`src/rtl/epi_regs.svh`:
```
// Register offsets, field positions and reset values of the external pin interrupt unit
// Notes on behaviour
// - Sense field bits 1..0 pick the trigger of pin 0: 00 low level, 01 any change, 10 fall, 11 rise.
// - Pins are synchronised to the clock before edge detection; a pulse over one period requests.
// - Enable bit 1 with the global enable lets the pin 1 request reach the core at its own vector.
// - Enable bit 0 with the global enable lets the pin 0 request reach the core at its own vector.
// - Pin activity requests even when the pin is driven as an output by this chip.
// - Unused upper bits of the enable, flag, group and mask-1 registers read as zero.
// - An edge or change on pin n that triggers sets external flag bit n.
// - Flags clear on vector entry or on a written one; a written zero leaves them alone.
// - A pin flag reads as zero while that pin is set for low-level sensing.
// - A vector request rises only when a flag (or a low pin in low-level mode), its enable and the global enable are all set.
// - Group enable bits 2..0 enable groups 2 (pins 23..16), 1 (14..8) and 0 (7..0).
// - A change on any enabled pin of group n sets group flag bit n.
// - Each mask bit admits its pin to the group; mask 1 has bits 6..0 only.
// - Sense field bits 3..2 for pin 1 use the same encoding as pin 0.
// - Low-level detection needs no clocked edge logic; change and edge modes compare against the clocked delay stage.
`ifndef EPI_REGS_SVH
`define EPI_REGS_SVH
`define EPI_OFF_SENSE 4'h0
`define EPI_OFF_PIN_EN 4'h1
`define EPI_OFF_PIN_FLAG 4'h2
`define EPI_OFF_GRP_EN 4'h3
`define EPI_OFF_GRP_FLAG 4'h4
`define EPI_OFF_MASK0 4'h5
`define EPI_OFF_MASK1 4'h6
`define EPI_OFF_MASK2 4'h7
`define EPI_OFF_IRQ_STAT 4'h8
`define EPI_OFF_IRQ_MASK 4'h9
`define EPI_SENSE0_LSB 0
`define EPI_SENSE1_LSB 2
`define EPI_SENSE_MASK 8'h0f
`define EPI_PIN_MASK 8'h03
`define EPI_GRP_MASK 8'h07
`define EPI_MASK1_BITS 8'h7f
`define EPI_STAT_MASK 8'h1f
`define EPI_RESET_VAL 8'h00
`endif

```
`src/rtl/epi_pkg.sv`:
```
// Types of the external pin interrupt unit
package epi_pkg;
  typedef enum logic [1:0] {EPI_LOW, EPI_ANY, EPI_FALL, EPI_RISE} epi_sense_e;
  typedef struct packed {
    logic [3:0] addr;
    logic [7:0] wdata;
    logic wr;
    logic rd;
  } epi_bus_s;
  typedef struct packed {
    logic [2:0] grp;
    logic [1:0] pin;
  } epi_src_s;
endpackage

```
`src/rtl/epi_unit.sv`:
```
// External pin interrupt unit: two sensed pins, three change groups, register port
//
// Design decisions made here: the address map and the plain strobed port.
`timescale 1ns/1ps
`include "epi_regs.svh"
module epi_unit #(
  parameter int NCHG = 24
) (
  // Clock and reset
  input wire logic clk,
  input wire logic rst,
  // Register port
  input wire epi_pkg::epi_bus_s bus,
  output logic [7:0] rdata,
  // Pins
  input wire logic ext_irq_pin0,
  input wire logic ext_irq_pin1,
  input wire logic [NCHG-1:0] change_inputs,
  // Core side
  input wire logic core_global_en,
  input wire epi_pkg::epi_src_s vec_ack,
  output epi_pkg::epi_src_s vec_req,
  // Summary interrupt
  output logic irq
);
  import epi_pkg::*;

  // Elaboration check: the group layout below is fixed at 24 change inputs
  if (NCHG != 24)
  begin : g_bad_width
    $error("epi_unit supports exactly 24 change inputs");
  end

  logic [3:0] sense_r;
  logic [1:0] pin_en_r, pin_flag_r;
  logic [2:0] grp_en_r, grp_flag_r;
  logic [7:0] mask0_r, mask2_r;
  logic [6:0] mask1_r;
  logic [4:0] stat_r, smask_r;
  logic [1:0] pin_s1_r, pin_s2_r, pin_d_r;
  logic [NCHG-1:0] chg_s1_r, chg_s2_r, chg_d_r;
  logic [1:0] pin_hit, pin_low, pin_is_low;
  logic [2:0] grp_hit;
  logic [1:0] pin_flag_vis;
  logic [NCHG-1:0] chg_mask;
  logic wr_flag_pin, wr_flag_grp, wr_stat;
  logic [4:0] stat_evt;

  // Two-stage synchronisers; only the second stage feeds detection
  always_ff @(posedge clk or posedge rst)
  begin
    if (rst)
    begin
      pin_s1_r <= 2'h3;
      pin_s2_r <= 2'h3;
      pin_d_r <= 2'h3;
      chg_s1_r <= '0;
      chg_s2_r <= '0;
      chg_d_r <= '0;
    end
    else
    begin
      pin_s1_r <= {ext_irq_pin1, ext_irq_pin0};
      pin_s2_r <= pin_s1_r;
      pin_d_r <= pin_s2_r;
      chg_s1_r <= change_inputs;
      chg_s2_r <= chg_s1_r;
      chg_d_r <= chg_s2_r;
    end
  end

  // Sense decode per pin; the pin is read even when it is an output
  always_comb
  begin
    for (int i = 0; i < 2; i++)
    begin
      epi_sense_e s;
      s = epi_sense_e'(sense_r[2*i +: 2]);
      pin_is_low[i] = (s == EPI_LOW);
      pin_low[i] = pin_is_low[i] && !pin_s2_r[i];
      case (s)
        EPI_LOW: pin_hit[i] = 1'b0;
        EPI_ANY: pin_hit[i] = pin_s2_r[i] ^ pin_d_r[i];
        EPI_FALL: pin_hit[i] = pin_d_r[i] && !pin_s2_r[i];
        EPI_RISE: pin_hit[i] = !pin_d_r[i] && pin_s2_r[i];
        default: pin_hit[i] = 1'b0;
      endcase
    end
  end

  // Masked change detection; the level-based compare needs no edge memory beyond one flop
  assign chg_mask = {mask2_r, 1'b0, mask1_r, mask0_r};
  assign grp_hit[0] = |((chg_s2_r[7:0] ^ chg_d_r[7:0]) & chg_mask[7:0]);
  assign grp_hit[1] = |((chg_s2_r[15:8] ^ chg_d_r[15:8]) & chg_mask[15:8]);
  assign grp_hit[2] = |((chg_s2_r[23:16] ^ chg_d_r[23:16]) & chg_mask[23:16]);

  assign wr_flag_pin = bus.wr && bus.addr == `EPI_OFF_PIN_FLAG;
  assign wr_flag_grp = bus.wr && bus.addr == `EPI_OFF_GRP_FLAG;
  assign wr_stat = bus.wr && bus.addr == `EPI_OFF_IRQ_STAT;

  // Control registers written by software
  always_ff @(posedge clk or posedge rst)
  begin
    if (rst)
    begin
      sense_r <= '0;
      pin_en_r <= '0;
      grp_en_r <= '0;
      mask0_r <= '0;
      mask1_r <= '0;
      mask2_r <= '0;
      smask_r <= '0;
    end
    else if (bus.wr)
    begin
      case (bus.addr)
        `EPI_OFF_SENSE: sense_r <= bus.wdata[3:0];
        `EPI_OFF_PIN_EN: pin_en_r <= bus.wdata[1:0];
        `EPI_OFF_GRP_EN: grp_en_r <= bus.wdata[2:0];
        `EPI_OFF_MASK0: mask0_r <= bus.wdata;
        `EPI_OFF_MASK1: mask1_r <= bus.wdata[6:0];
        `EPI_OFF_MASK2: mask2_r <= bus.wdata;
        `EPI_OFF_IRQ_MASK: smask_r <= bus.wdata[4:0];
        default: ;
      endcase
    end
  end

  // Pin flags: a fresh trigger wins over a clear in the same cycle
  always_ff @(posedge clk or posedge rst)
  begin
    if (rst)
      pin_flag_r <= '0;
    else
    begin
      for (int i = 0; i < 2; i++)
      begin
        if (pin_hit[i])
          pin_flag_r[i] <= 1'b1;
        else if ((wr_flag_pin && bus.wdata[i]) || vec_ack.pin[i] || pin_is_low[i])
          pin_flag_r[i] <= 1'b0;
      end
    end
  end

  // Group flags, same priority as the pin flags
  always_ff @(posedge clk or posedge rst)
  begin
    if (rst)
      grp_flag_r <= '0;
    else
    begin
      for (int g = 0; g < 3; g++)
      begin
        if (grp_hit[g])
          grp_flag_r[g] <= 1'b1;
        else if ((wr_flag_grp && bus.wdata[g]) || vec_ack.grp[g])
          grp_flag_r[g] <= 1'b0;
      end
    end
  end

  // Events gathered in status order; a low pin counts as an event every cycle
  assign stat_evt = {grp_hit, pin_hit | pin_low};

  // Sticky event status for the summary line, bits 1..0 pins, 4..2 groups
  always_ff @(posedge clk or posedge rst)
  begin
    if (rst)
      stat_r <= '0;
    else
    begin
      for (int k = 0; k < 5; k++)
      begin
        if (stat_evt[k])
          stat_r[k] <= 1'b1;
        else if (wr_stat && bus.wdata[k])
          stat_r[k] <= 1'b0;
      end
    end
  end

  assign pin_flag_vis = pin_flag_r & ~pin_is_low;

  // Vector requests: level mode asks directly from the pin, so no flag is kept
  always_comb
  begin
    for (int i = 0; i < 2; i++)
      vec_req.pin[i] = core_global_en && pin_en_r[i] && (pin_flag_vis[i] || pin_low[i]);
    vec_req.grp = {3{core_global_en}} & grp_en_r & grp_flag_r;
  end

  assign irq = |(stat_r & smask_r);

  // Read data one cycle after the strobe; unused bits read zero
  always_ff @(posedge clk or posedge rst)
  begin
    if (rst)
      rdata <= `EPI_RESET_VAL;
    else if (bus.rd)
    begin
      case (bus.addr)
        `EPI_OFF_SENSE: rdata <= {4'h0, sense_r};
        `EPI_OFF_PIN_EN: rdata <= {6'h00, pin_en_r};
        `EPI_OFF_PIN_FLAG: rdata <= {6'h00, pin_flag_vis};
        `EPI_OFF_GRP_EN: rdata <= {5'h00, grp_en_r};
        `EPI_OFF_GRP_FLAG: rdata <= {5'h00, grp_flag_r};
        `EPI_OFF_MASK0: rdata <= mask0_r;
        `EPI_OFF_MASK1: rdata <= {1'b0, mask1_r};
        `EPI_OFF_MASK2: rdata <= mask2_r;
        `EPI_OFF_IRQ_STAT: rdata <= {3'h0, stat_r};
        `EPI_OFF_IRQ_MASK: rdata <= {3'h0, smask_r};
        default: rdata <= 8'h00;
      endcase
    end
    else
      rdata <= 8'h00;
  end
endmodule // epi_unit

```
`config.mk`:
```
export PLATFORM = sky130hd
export DESIGN_NAME = epi_unit
export DESIGN_NICKNAME = d
export VERILOG_FILES = /design/src/rtl/epi_pkg.sv /design/src/rtl/epi_unit.sv
export VERILOG_INCLUDE_DIRS = /design/src /design/src/rtl
export SDC_FILE = /design/constraint.sdc
export NUM_CORES = 1
export LEC_CHECK = 0
export ABC_AREA = 1
export BUFFER_PORTS_ARGS = -buffer_cell sky130_fd_sc_hd__clkbuf_2
export CAP_MARGIN = 20
export CORE_MARGIN = 2
export CORE_UTILIZATION = 50
export DETAILED_ROUTE_END_ITERATION = 10
export HOLD_SLACK_MARGIN = 0.03
export MAX_ROUTING_LAYER = met4
export PLACE_DENSITY = 0.73
export SYNTH_ARGS = -nofsm -noshare
export SYNTH_HDL_FRONTEND = slang
export SYNTH_SLANG_ARGS = --single-unit
```
`constraint.sdc`:
```
create_clock -name clk -period 5.98 [get_ports clk]
set_input_delay 0 -clock clk [delete_from_list [all_inputs] [get_ports clk]]
set_output_delay 0 -clock clk [all_outputs]
set_load 0.02 [all_outputs]
```
==> run metrics <==
status finished, final reports clean; CTS tree done; Max Cap Viol 0; post-CTS sizing 0; DRC Markers 0; most numerous cell in the Yosys netlist nand2_1; cells after synthesis 498; Worst-Margin Slew 0.827 ns; starting density of the core 0.514; syn_nets 550; slew margin rel. 0.447; commonest register cell after synthesis dfrtp_1; share of cells above drive strength 1 0.193; placed wire-length estimate 7.33 mm; die area 0.0108 sq mm; register share of total power 0.444; Die H 104 um; Post-CTS Setup Inserts 0; storage element area 0.00326 sq mm; number of flops mapped to enable cells by yosys 0; RSZ-0062 raised after global routing false; Clock Skews 0.00329 ns; CTS Hold Buffers Added 46; vias per cell 5.00; FF+latch count, synth 130; synthesized area per cell 10.0 sq um; crit share post-route 0.302; Arr. time, crit path 2.19 ns; WL final 11.0 mm; top cells by count, synth 152 x nand2_1, 124 x dfrtp_1, 48 x nor2_1; area leader, netlist dfrtp_1; Final setup violation count 0; IO Port Bufs 60; Initial DRC Count 175; setup TNS 0 ns; DR WL/cell 14.4 um; Layout Area Growth over Synthesis 30.5%; diode count 0; Final Max Slew Viols 0; Mapped Area 0.00500 sq mm; Longest Clk Path Bufs 2; Req. time, crit path 6.37 ns; Setup crit end kind flop; sequential area share after synthesis 0.652; CP Launch Type input port; Die W 104 um; clock share of power 0.447; Routed Antenna Nets 0; total gr overflow 0; first-pass iteration count of the detailed router 5; largest net degree at the start of global routing 85; P_int 1780 uW; clock sinks 130; area fraction of the dominant cell type after synthesis 0.621; CORE AREA 0.00973 sq mm; total power 2360 uW; Num CTS Buffers 17; worst-path fanout max 10; clk_lat worst skew 0.52 ns; Clock transition at path regs 0.06 ns; net switching power 582 uW; FILL cells 780; Post-Layout Cell Count 764; Max Freq 553 MHz; Async SR Flop Fraction 1.00; Yosys Warn Count 0; io pins 62; Tmin final 1.81 ns; largest cells by area after synthesis dfrtp_1 62%, nand2_1 11%, nand3_1 3.6%; vias in the first global route 3956; Worst Hold Class in -> async; FP Rows 36; first-pass GRT wire length 18.9 mm; vias post-DR 3823; Combinational Power Share 0.109; IR drop worst, VDD 0.221 mV; clk root buf clkbuf_8; leakage dissipation 0.00318 uW; nets 672; area of the multi-input gates 0.00157 sq mm; Total GRT Usage 0.233; critical path type in -> reg; dpl cells 687; Pwr per Cell Area 362 mW/mm^2; Hold Vio Cnt, Final 0; Netlist cell types 27; initial antenna violation count 0; sw frac 0.247; RD Place Congestion 0.892; H-tree depth 4
-- critical path: stages --
cell           delay, ns
dlygate4sd3_1       0.54
clkbuf_2            0.16
nor2_4              0.28
inv_1               0.14
nor3_2              0.24
nand2_1             0.09
nand3b_1            0.09
dlygate4sd3_1       0.57
nand3_1             0.08
-- state kept, by name (all words and copies together), names as in the netlist --
name,cells
pin_flag_r,2
pin_d_r,2
mask1_r,7
smask_r,5
chg_s2_r,23
sense_r,4
grp_en_r,3
chg_d_r,23
stat_r,5
pin_en_r,2
pin_s2_r,2
mask0_r,8
chg_s1_r,23
pin_s1_r,2
rdata,8
mask2_r,8
grp_flag_r,3
-- per-stage QoR --
step                 util  area [sq um]  hold slack (ns)  setup slack, ns
global route        0.670          6520           0.0773             4.09
floorplan               -          5000          0.00448             2.52
global placement    0.558          5430           0.0871             4.29
detailed placement  0.558          5430           0.0897             4.26
CTS                 0.667          6490           0.0496             4.24
finish              0.670          6520           0.0328             4.17
-- per-layer routing --
layer / vias up / part of all wire / global-route usage
met5: - / 0 / -
met4: 0 / 0.021 / 0.0965
met3: 22 / 0.044 / 0.0627
met2: 99 / 0.50 / 0.359
met1: 1848 / 0.44 / 0.294
li1: 1854 / - / -
-- power by group through the flow --
stage | Clock (uW) | Combinational [uW] | Sequential (uW)
2_1_floorplan | 0 | 158 | 1040
3_3_place_gp | 0 | 218 | 1060
3_5_place_dp | 0 | 226 | 1060
4_1_cts | 1070 | 257 | 1050
5_1_grt | 1110 | 294 | 1060
6_report | 1060 | 257 | 1050
-- kinds of logic (layout without fill, tap and decap cells) --
group / count (synthesis) / count (layout) / synth area share
fa+ha+maj: 4 / 4 / 0.0100
flops: 130 / 130 / 0.652
compound gates: 62 / 62 / 0.0734
buf+inv: 37 / 170 / 0.0333
xor+xnor: 2 / 2 / 0.00351
simple gates: 263 / 263 / 0.227
-- placed cells by master, fill, tap and decap left out, types with 2 or more instances in the layout --
cell	instances
dfstp_2	6
inv_1	31
nand2_4	2
nor2_2	2
nand3b_1	5
bufinv_16	4
nand2_1	152
clkbuf_8	3
clkbuf_16	16
nor2_4	4
o21ai_2	8
dfrtp_1	124
or2_2	3
o22ai_1	6
o32a_1	2
o21a_1	2
nor2_1	48
clkinv_2	3
dlygate4sd3_1	46
a21oi_1	8
clkinvlp_4	2
ha_1	4
xor2_1	2
nand3_1	36
nor3_1	6
clkbuf_2	60
nand2_2	3
o21ai_0	35
-- area by class of cell --
type / count / share of cell area
timing repair buffer: 108 / 0.122
clock buffer: 20 / 0.0683
sequential: 130 / 0.500
clock inverter: 10 / 0.0244
inverter: 32 / 0.0188
tap: 133 / 0.0255
multi-input combinational: 331 / 0.241
-- path summary, 6_finish.rpt --
| path | slack, ns | from | end | depth (start not counted) |
|---|---|---|---|---|
| worst max-delay path | 4.17 | bus[10] | grp_flag_r[2]$_DFFE_PP0P_ | 9 |
| worst min-delay path | 0.03 | rst | chg_s1_r[21]$_DFF_PP0_ | 3 |
| worst max register to register | 4.49 | sense_r[1]$_DFFE_PP0P_ | pin_flag_r[0]$_DFFE_PP0P_ | 5 |
| worst min register to register | 0.35 | chg_s1_r[12]$_DFF_PP0_ | chg_s2_r[12]$_DFF_PP0_ | 0 |
| max in group asynchronous | 4.74 | rst | pin_s2_r[1]$_DFF_PP1_ | 5 |
| min in group clk | 0.06 | bus[11] | rdata[7]$_DFF_PP0_ | 6 |
Note: power is estimated with default switching activity, not from simulation.
